File: src/rtl/emrx_pkg.sv
// Constants and types for the receive-path control block of a multi-lane Ethernet MAC
// ****************************************************************************
// ****************************************************************************
package emrx_pkg;
   localparam int            EMRX_LANES     = 4;
   localparam int            EMRX_DEPTH     = 8;
   localparam logic [15:0]   EMRX_TINY_LEN  = 16'h0010;
   localparam logic [15:0]   EMRX_RUNT_LEN  = 16'h0040;
   localparam logic [6:0]    EMRX_LOCK_GOOD = 7'h40;
   localparam logic [4:0]    EMRX_LOCK_BAD  = 5'h10;
   localparam logic [5:0]    EMRX_WIN_LAST  = 6'h3f;
   localparam logic [7:0]    EMRX_A_STATUS  = 8'h00;
   localparam logic [7:0]    EMRX_A_MASK    = 8'h04;
   localparam logic [7:0]    EMRX_A_LANE    = 8'h08;
   localparam logic [7:0]    EMRX_A_CFG     = 8'h0c;
   localparam int            EMRX_EV_FCS    = 0;
   localparam int            EMRX_EV_OVER   = 1;
   localparam int            EMRX_EV_UNDER  = 2;
   localparam int            EMRX_EV_RUNT   = 3;
   localparam int            EMRX_EV_SFD    = 4;
   localparam int            EMRX_EV_PRE    = 5;
   localparam int            EMRX_EV_LF     = 6;
   localparam int            EMRX_EV_UNLOCK = 7;

   typedef enum logic [1:0] {
      EMRX_IDLE = 2'b00,
      EMRX_RECV = 2'b01,
      EMRX_DROP = 2'b10
   } emrx_pst_type;

   typedef struct packed {
      logic        valid;
      logic        sop;
      logic        eop;
      logic [2:0]  mty;
      logic [63:0] data;
      logic        fcs_bad;
      logic        sfd_ok;
      logic        pre_ok;
      logic [55:0] preamble;
   } emrx_in_type;

   typedef struct packed {
      logic        ena;
      logic        sop;
      logic        eop;
      logic        err;
      logic [2:0]  mty;
      logic [63:0] data;
   } emrx_client_type;

   typedef struct packed {
      logic        ignore_fcs;
      logic [14:0] max_len;
      logic [7:0]  min_len;
      logic        custom_pre;
      logic        chk_sfd;
      logic        chk_pre;
      logic        proc_lf;
   } emrx_cfg_type;

   typedef struct packed {
      logic        valid;
      logic        sop;
      logic        eop;
      logic        err;
      logic        kill;
      logic [2:0]  id;
      logic [2:0]  mty;
      logic [63:0] data;
      logic [55:0] pre;
   } emrx_slot_type;

   typedef struct packed {
      logic        lock;
      logic [6:0]  good;
      logic [4:0]  bad;
      logic [5:0]  win;
      logic [2:0]  ferr;
      logic        ferr_v;
   } emrx_lane_type;

   typedef struct packed {
      logic [7:0]  addr;
      logic [31:0] wdata;
      logic        wr;
      logic        rd;
   } emrx_bus_type;
endpackage

File: src/rtl/emrx_ctrl.sv
// Receive-path control: packet length policing, checks, lane lock and status registers
`timescale 1ns/1ns
module emrx_ctrl
   import emrx_pkg::*;
(
   input  wire logic                 clock,
   input  wire logic                 rst_n,
   input  wire emrx_cfg_type         ctl,
   input  wire logic                 force_resync,
   input  wire emrx_in_type          rx_in,
   input  wire logic                 lf_code,
   input  wire logic [3:0]           sh_valid,
   input  wire logic [7:0]           sh,
   input  wire emrx_bus_type         bus,
   output logic [31:0]               rdata,
   output emrx_client_type           client,
   output logic [55:0]               preamble_out,
   output logic [3:0]                block_lock,
   output logic [3:0]                ferr_valid,
   output logic [11:0]               ferr,
   output logic                      stat_bad_fcs,
   output logic                      stat_good_pkt,
   output logic                      stat_local_fault,
   output logic                      irq
);

   // ************************************************************************
   // State
   // ************************************************************************
   typedef struct packed {
      emrx_cfg_type                     cfg;
      emrx_pst_type                     pst;
      logic [15:0]                      len;
      logic [2:0]                       id;
      logic                             perr;
      emrx_slot_type [EMRX_DEPTH-1:0]   pipe;
      emrx_client_type                  out;
      logic [55:0]                      pre_out;
      emrx_lane_type [EMRX_LANES-1:0]   lane;
      logic [7:0]                       status;
      logic [7:0]                       mask;
      logic [31:0]                      rdata;
      logic                             bad_fcs;
      logic                             good;
      logic                             lf;
   } emrx_state_type;

   emrx_state_type r;
   emrx_state_type next_r;

   // Bytes carried by one word; only the last word may be partly empty
   function automatic logic [3:0] word_bytes(input logic eop, input logic [2:0] mty);
      word_bytes = eop ? (4'h8 - {1'b0, mty}) : 4'h8;
   endfunction

   // A sync header is good when its two bits differ
   function automatic logic hdr_ok(input logic [1:0] hdr);
      hdr_ok = hdr[1] ^ hdr[0];
   endfunction

   // ************************************************************************
   // Next-state logic
   // ************************************************************************
   always_comb begin
      logic          take;
      logic          start;
      logic [15:0]   base_len;
      logic [2:0]    cur_id;
      logic          perr;
      logic [15:0]   new_len;
      logic [15:0]   max16;
      logic [15:0]   kept;
      logic [3:0]    pad;
      logic          over;
      logic          last;
      logic [15:0]   final_len;
      logic          under;
      logic          fcs_err;
      logic          short_pkt;
      logic          adv;
      emrx_slot_type slot;
      emrx_slot_type leaving;
      logic [7:0]    ev;
      logic          ok;
      logic [4:0]    bad_n;
      take      = 1'b0;
      start     = 1'b0;
      base_len  = r.len;
      cur_id    = r.id;
      perr      = r.perr;
      new_len   = 16'h0000;
      max16     = {1'b0, r.cfg.max_len};
      kept      = 16'h0000;
      pad       = 4'h0;
      over      = 1'b0;
      last      = 1'b0;
      final_len = 16'h0000;
      under     = 1'b0;
      fcs_err   = 1'b0;
      short_pkt = 1'b0;
      adv       = 1'b0;
      slot      = '0;
      leaving   = r.pipe[EMRX_DEPTH-1];
      ev        = 8'h00;
      ok        = 1'b0;
      bad_n     = 5'h00;
      next_r    = r;
      next_r.rdata   = 32'h0000_0000;
      next_r.bad_fcs = 1'b0;
      next_r.good    = 1'b0;
      next_r.lf      = 1'b0;

      // Settings only change while no packet is under way
      if (r.pst == EMRX_IDLE && !rx_in.valid) begin
         next_r.cfg = ctl;
      end

      // Word acceptance and start of a new packet
      case (r.pst)
         EMRX_IDLE: begin
            start = rx_in.valid && rx_in.sop;
            take  = start;
         end
         EMRX_RECV: begin
            take = rx_in.valid;
         end
         EMRX_DROP: begin
            if (rx_in.valid && rx_in.eop) begin
               next_r.pst = EMRX_IDLE;
            end
         end
         default: begin
            next_r.pst = EMRX_IDLE;
         end
      endcase

      if (start) begin
         base_len = 16'h0000;
         cur_id   = r.id + 3'h1;
         perr     = 1'b0;
         if (r.cfg.chk_sfd && !rx_in.sfd_ok) begin
            perr           = 1'b1;
            ev[EMRX_EV_SFD] = 1'b1;
         end
         if (r.cfg.chk_pre && !rx_in.pre_ok) begin
            perr           = 1'b1;
            ev[EMRX_EV_PRE] = 1'b1;
         end
      end

      // Length policing of the accepted word
      if (take) begin
         new_len = base_len + {12'h000, word_bytes(rx_in.eop, rx_in.mty)};
         over    = (new_len > max16) || (new_len == max16 && !rx_in.eop);
         kept    = max16 - base_len;
         pad     = 4'h8 - kept[3:0];
         last    = rx_in.eop || over;
         final_len = over ? max16 : new_len;
         slot.valid = 1'b1;
         slot.sop   = start;
         slot.eop   = last;
         slot.id    = cur_id;
         slot.data  = rx_in.data;
         slot.mty   = over ? pad[2:0] : rx_in.mty;
         slot.pre   = r.cfg.custom_pre ? rx_in.preamble : 56'h0;
         if (last) begin
            under   = final_len < {8'h00, r.cfg.min_len};
            fcs_err = rx_in.eop && !over && rx_in.fcs_bad;
            // Truncated packets always end in error; FCS only when not ignored
            slot.err = over | under | perr | (fcs_err & !r.cfg.ignore_fcs);
            short_pkt = (final_len < EMRX_RUNT_LEN) || (final_len < EMRX_TINY_LEN);
            slot.kill = short_pkt;
            next_r.bad_fcs = fcs_err;
            ev[EMRX_EV_FCS]   = fcs_err;
            ev[EMRX_EV_OVER]  = over;
            ev[EMRX_EV_UNDER] = under && !short_pkt;
            ev[EMRX_EV_RUNT]  = short_pkt;
            next_r.pst = (over && !rx_in.eop) ? EMRX_DROP : EMRX_IDLE;
         end else begin
            next_r.pst = EMRX_RECV;
         end
         next_r.len  = final_len;
         next_r.id   = cur_id;
         next_r.perr = perr;
      end

      // ********************************************************************
      // Hold-back line: eight words let a short packet be pulled back whole
      // ********************************************************************
      // Stall only inside a packet with no new word, so a packet never leaves
      // before it is known to be 64 bytes or more; idle cycles drain the line.
      adv = !(r.pst == EMRX_RECV && !rx_in.valid);
      // A short packet spans eight words at most, so its earlier words are never
      // end words and never at the exit; an older packet reusing the 3-bit id
      // can only sit there, and must not be pulled back with it
      if (short_pkt) begin
         for (int i = 0; i < EMRX_DEPTH; i++) begin
            if (r.pipe[i].valid && !r.pipe[i].eop && r.pipe[i].id == cur_id) begin
               next_r.pipe[i].kill = 1'b1;
            end
         end
      end
      next_r.out.ena = 1'b0;
      next_r.out.sop = 1'b0;
      next_r.out.eop = 1'b0;
      next_r.out.err = 1'b0;
      if (adv) begin
         next_r.pipe = {next_r.pipe[EMRX_DEPTH-2:0], slot};
         if (leaving.valid && !leaving.kill) begin
            next_r.out.ena  = 1'b1;
            next_r.out.sop  = leaving.sop;
            next_r.out.eop  = leaving.eop;
            next_r.out.err  = leaving.eop && leaving.err;
            next_r.out.mty  = leaving.mty;
            next_r.out.data = leaving.data;
            next_r.good     = leaving.eop && !leaving.err;
            if (leaving.sop) begin
               next_r.pre_out = leaving.pre;
            end
         end
      end

      // Local-fault codes count only when processing is enabled
      if (r.cfg.proc_lf && lf_code) begin
         next_r.lf      = 1'b1;
         ev[EMRX_EV_LF] = 1'b1;
      end

      // ********************************************************************
      // Per-lane block lock and framing-error increments
      // ********************************************************************
      for (int i = 0; i < EMRX_LANES; i++) begin
         ok = hdr_ok(sh[2*i +: 2]);
         next_r.lane[i].ferr_v = sh_valid[i];
         next_r.lane[i].ferr   = {2'b00, sh_valid[i] && !ok};
         if (sh_valid[i]) begin
            if (!r.lane[i].lock) begin
               next_r.lane[i].good = ok ? (r.lane[i].good + 7'h01) : 7'h00;
               if (ok && (r.lane[i].good + 7'h01) == EMRX_LOCK_GOOD) begin
                  next_r.lane[i].lock = 1'b1;
                  next_r.lane[i].good = 7'h00;
                  next_r.lane[i].bad  = 5'h00;
                  next_r.lane[i].win  = 6'h00;
               end
            end else begin
               bad_n = r.lane[i].bad + {4'h0, !ok};
               next_r.lane[i].bad = bad_n;
               next_r.lane[i].win = r.lane[i].win + 6'h01;
               if (bad_n == EMRX_LOCK_BAD) begin
                  next_r.lane[i].lock = 1'b0;
                  ev[EMRX_EV_UNLOCK]  = 1'b1;
               end
               if (bad_n == EMRX_LOCK_BAD || r.lane[i].win == EMRX_WIN_LAST) begin
                  next_r.lane[i].bad = 5'h00;
                  next_r.lane[i].win = 6'h00;
               end
            end
         end
      end

      // Forced resync drops packets in flight and restarts lock hunting
      if (force_resync) begin
         next_r.pst  = EMRX_IDLE;
         next_r.pipe = '0;
         next_r.lane = '0;
         next_r.out.ena = 1'b0;
         next_r.out.sop = 1'b0;
         next_r.out.eop = 1'b0;
         next_r.out.err = 1'b0;
         next_r.good    = 1'b0; // No good pulse for a word that is not shown
         next_r.pre_out = r.pre_out;
      end

      // ********************************************************************
      // Register port
      // ********************************************************************
      // A read of status clears it, but an event in the same cycle survives
      if (bus.rd) begin
         case (bus.addr)
            EMRX_A_STATUS: next_r.rdata = {24'h000000, r.status};
            EMRX_A_MASK:   next_r.rdata = {24'h000000, r.mask};
            EMRX_A_LANE:   next_r.rdata = {28'h0000000, block_lock};
            EMRX_A_CFG:    next_r.rdata = {4'h0, r.cfg};
            default:       next_r.rdata = 32'h0000_0000;
         endcase
      end
      if (bus.rd && bus.addr == EMRX_A_STATUS) begin
         next_r.status = ev;
      end else begin
         next_r.status = r.status | ev;
      end
      if (bus.wr && bus.addr == EMRX_A_MASK) begin
         next_r.mask = bus.wdata[7:0];
      end
   end

   // Single state register; synchronous active-low reset
   always_ff @(posedge clock) begin
      if (!rst_n) begin
         r <= '0;
      end else begin
         r <= next_r;
      end
   end

   // ************************************************************************
   // Outputs
   // ************************************************************************
   always_comb begin
      for (int i = 0; i < EMRX_LANES; i++) begin
         block_lock[i]     = r.lane[i].lock;
         ferr_valid[i]     = r.lane[i].ferr_v;
         ferr[3*i +: 3]    = r.lane[i].ferr;
      end
   end

   assign rdata            = r.rdata;
   assign client           = r.out;
   assign preamble_out     = r.pre_out;
   assign stat_bad_fcs     = r.bad_fcs;
   assign stat_good_pkt    = r.good;
   assign stat_local_fault = r.lf;
   assign irq              = |(r.status & r.mask); // Level while any unmasked event is held
endmodule // emrx_ctrl

File: config.mk
export PLATFORM = sky130hd
export DESIGN_NAME = emrx_ctrl
export DESIGN_NICKNAME = d
export VERILOG_FILES = /design/src/rtl/emrx_pkg.sv /design/src/rtl/emrx_ctrl.sv
export SDC_FILE = /design/constraint.sdc
export NUM_CORES = 2
export LEC_CHECK = 0
export ABC_AREA = 1
export BUFFER_PORTS_ARGS = -buffer_cell sky130_fd_sc_hd__clkbuf_2
export CAP_MARGIN = 10
export CORE_ASPECT_RATIO = 1.25
export CORE_UTILIZATION = 55
export CTS_CLUSTER_DIAMETER = 200
export DETAILED_ROUTE_END_ITERATION = 8
export PLACE_DENSITY = 0.73
export SYNTH_ARGS = -nofsm -noshare
export SYNTH_HDL_FRONTEND = slang
export SYNTH_SLANG_ARGS = --single-unit
File: constraint.sdc
create_clock -name clock -period 6.2 [get_ports clock]
set_input_delay 0.62 -clock clock [delete_from_list [all_inputs] [get_ports clock]]
set_output_delay 0.62 -clock clock [all_outputs]
set_load 0.03 [all_outputs]
==> run_results.csv <==
group,metric,value,unit
finish,drive_gt1_share,9.66,%
setup_path,critPathKind,"reg -> reg",
cts,numClockSinks,1353,
cts,cts-htree-levels,4,
sta,finalHoldViolCount,0,
sta,fin_skew,0.0214,ns
yosys,synth.ff_latch_count,1353,
setup_path,r2r_slack,1.08,ns
route,totalWireLength,114000,um
yosys,yosys_warnings,0,
cts,clockRootBuffer,"clkbuf_16",
setup_path,reg2reg_depth,40,
cts,clk_path_buf_depth,3,
global_routing,grt_use_total,23.9,%
floorplanning,num_rows,124,
cts,cts_hold_buf,0,
global_routing,grt_max_degree,314,
cts,post_cts_resize_count,0,
sta,fin_crit_sh,82.6,%
route,drc_errors,0,
power,ir_worst_vdd,0.000194,V
global_routing,grt_pass1_wl,185000,um
yosys,synth_cell_types,51,
sta,worstMarginPinSlew,1.24,ns
route,via_per_inst,5.13,
route,drt_iter0_drc,3358,
setup_path,cpMaxStageDelayCell,"ha_1",
setup_path,cpMostUsedCell,"nand2_1",
cts,clkLatencyLatePin,0.72,ns
cts,cts.reportedPaths.clkPinSlew,0.06,ns
sta,setup_tns,0,ns
setup_path,max_stage_delay,0.36,ns
setup_path,crit_arrival,5.76,ns
finish,syn_to_final_growth,9.89,%
setup_path,crit_required,6.84,ns
setup_path,startpoint_type,"flip-flop",
route,drtPass1Iterations,7,
yosys,ys_seq_area_share,53.5,%
route,detail_route.wl_per_cell,14.7,um
setup_path,worst_setup_path_end_kind,"flip-flop",
sta,max_slew_margin,16.4,%
route,postRouteAntennaNets,0,
worst_hold_path,holdPathStages,3,
sta,rsz0062_at_grt,"no",
run,drv_cap,0,
sta,final-max-slew-violation-count,0,
outcome,status,"complete, no violations",
placement,port_buffers,361,
global_routing,grt_pass1_vias,35756,
route,routed-via-count,39983,
setup_path,reg2reg_from,"r[1339]",
worst_hold_path,min_to,"r[374]",
worst_hold_path,hold_path_class,"in -> reg",
yosys,synth-edff-count,0,
yosys,async_reset_ff_share,0,%
yosys,netlist.area_leader.share,53.5,%
cts,cts_tree,"built",
worst_hold_path,hold_start,"rx_in[107]",
global_routing,antenna_found_initial,2,
yosys,synth.largest_area_cell,"dfxtp_1",
power,pwr_density_cell,314,mW/mm^2
power,total_power,17.5,mW
yosys,avgSynthCellArea,7.70,um^2
cts,cts_setup_buffers,0,
sta,fmax,0.195,GHz
setup_path,r2r_end,"r[397]",
floorplanning,die_h,341,um
setup_path,crit_fanout,18,
global_routing,overflow,0,
power,p_leak,25.6,nW
sta,setup_viol,0,
yosys,synth_area_leaders,"dfxtp_1 (54%), nor2_1 (15%), o21ai_0 (11%)",
floorplanning,start_util,55.4,%
finish,final_nets,6769,
floorplanning,core,0.0914,mm^2
floorplanning,die_area,0.0933,mm^2
placement,place_congestion,0.894,
yosys,synth_flop_cell,"dfxtp_1",
placement,hpwl,74000,um
yosys,syn_inst,6572,
sta,period_needed,5.12,ns
floorplanning,io_pins,398,
yosys,synth_area,0.0506,mm^2
floorplanning,die_x,273,um
cts,cts_buffers,131,
## synthesized netlist by cell type, drive strengths merged (2+ instances only)
cell / count
a2111oi: 5
a211oi: 7
o22ai: 8
buf: 196
a22oi: 5
xor2: 44
ha: 50
o21bai: 4
nand3b: 7
clkbuf: 413
nor3: 51
nor2: 2056
clkinv: 6
or2: 3
inv: 269
nand4: 33
o31ai: 5
a221oi: 4
o221a: 2
nand3: 73
a21oi: 319
nand2: 473
a21boi: 2
nor4: 15
a31o: 3
o21ai: 1118
xnor2: 19
o211ai: 18
dfxtp: 1353
nor3b: 5
## worst max-delay path, delay by kind of cell (launching register included)
family,cells,cell delay (ns)
AOI/OAI and AO/OA,2,0.42
DFF,1,0.31
buffers and inverters,5,0.61
and+or+nand+nor,30,2.75
adders and majority gates,3,0.92
## cells by family (layout without fill, tap and decap cells)
family                     count (synthesis)  count (layout)  synth area share, %
AOI/OAI and AO/OA                       1504            1504                 15.2
and+or+nand+nor                         2716            2716                 21.0
buffers and inverters                    884             896                 7.92
muxes                                      1               1               0.0198
other                                      1              14              0.00741
xor gates and xnor gates                  63              63                 1.09
adders and majority gates                 50              50                 1.24
DFF                                     1353            1353                 53.5
## where the power goes
group	internal (mW)	switching, mW	total (mW)
logic	0.250	0.592	0.842
registers	8.80	0.0580	8.85
clock network	4.51	3.27	7.78
total	13.6	3.92	17.5
## flip-flops by register name, summed over array words and instances (netlist names)
register,flops
block_lock,4
rdata,28
stat_good_pkt,1
ferr_valid,4
client,71
r,1183
preamble_out,56
stat_bad_fcs,1
stat_local_fault,1
ferr,4
## cell type report
cell class,instances,area [um^2]
clock inverter,32,319
inverter,275,1050
tap,1197,1500
clock buffer,192,3910
multi-input combinational,4346,19600
antenna,2,5.00
sequential,1353,27100
timing repair buffer,397,2170
fill,8338,35800
## per-stage QoR
stage	instances	hold slack [ns]	area, um^2	setup WS (ns)	utilization (%)
2_1_floorplan	6583	0.421	50700	1.62	-
3_3_place_gp	7568	0.434	51400	0.819	56.2
3_5_place_dp	7568	0.438	51400	0.733	56.2
4_1_cts	7792	0.0805	55600	1.08	60.9
5_1_grt	7794	0.111	55600	0.442	60.9
6_report	7794	0.133	55600	1.08	60.9
## routing by layer
metal | track usage [%] | wire (um)
met1 | 36.9 | 59000
met2 | 34.4 | 47900
met3 | 3.12 | 5380
met4 | 7.27 | 2240
met5 | 0 | 0
## how the worst max path moves through the flow
stage	start	endpoint	slack (ns)	cells after the start
after floorplan	rx_in[127]	r[397]	1.62	41
after global placement	rx_in[128]	r[397]	0.82	39
after detailed placement	rx_in[128]	r[397]	0.73	42
after CTS	r[1339]	r[397]	1.08	40
after global routing	r[1338]	r[397]	0.44	40
final	r[1339]	r[397]	1.08	40
## placed cells by master (no fill, tap or decap), types with 19 or more instances in the layout
cell type | synthesis | routed
nor2_1 | 2050 | 2047
dfxtp_1 | 1353 | 1353
o21ai_0 | 1108 | 1108
nand2_1 | 464 | 463
clkbuf_2 | 0 | 360
a21oi_1 | 319 | 319
inv_1 | 261 | 260
clkbuf_16 | 0 | 136
nand3_1 | 72 | 72
nor3_1 | 51 | 51
ha_1 | 50 | 50
xor2_1 | 44 | 44
nand4_1 | 33 | 33
clkbuf_8 | 0 | 30
buf_4 | 180 | 30
clkbuf_1 | 413 | 26
xnor2_1 | 19 | 19
(Power assumes the default switching activity.)
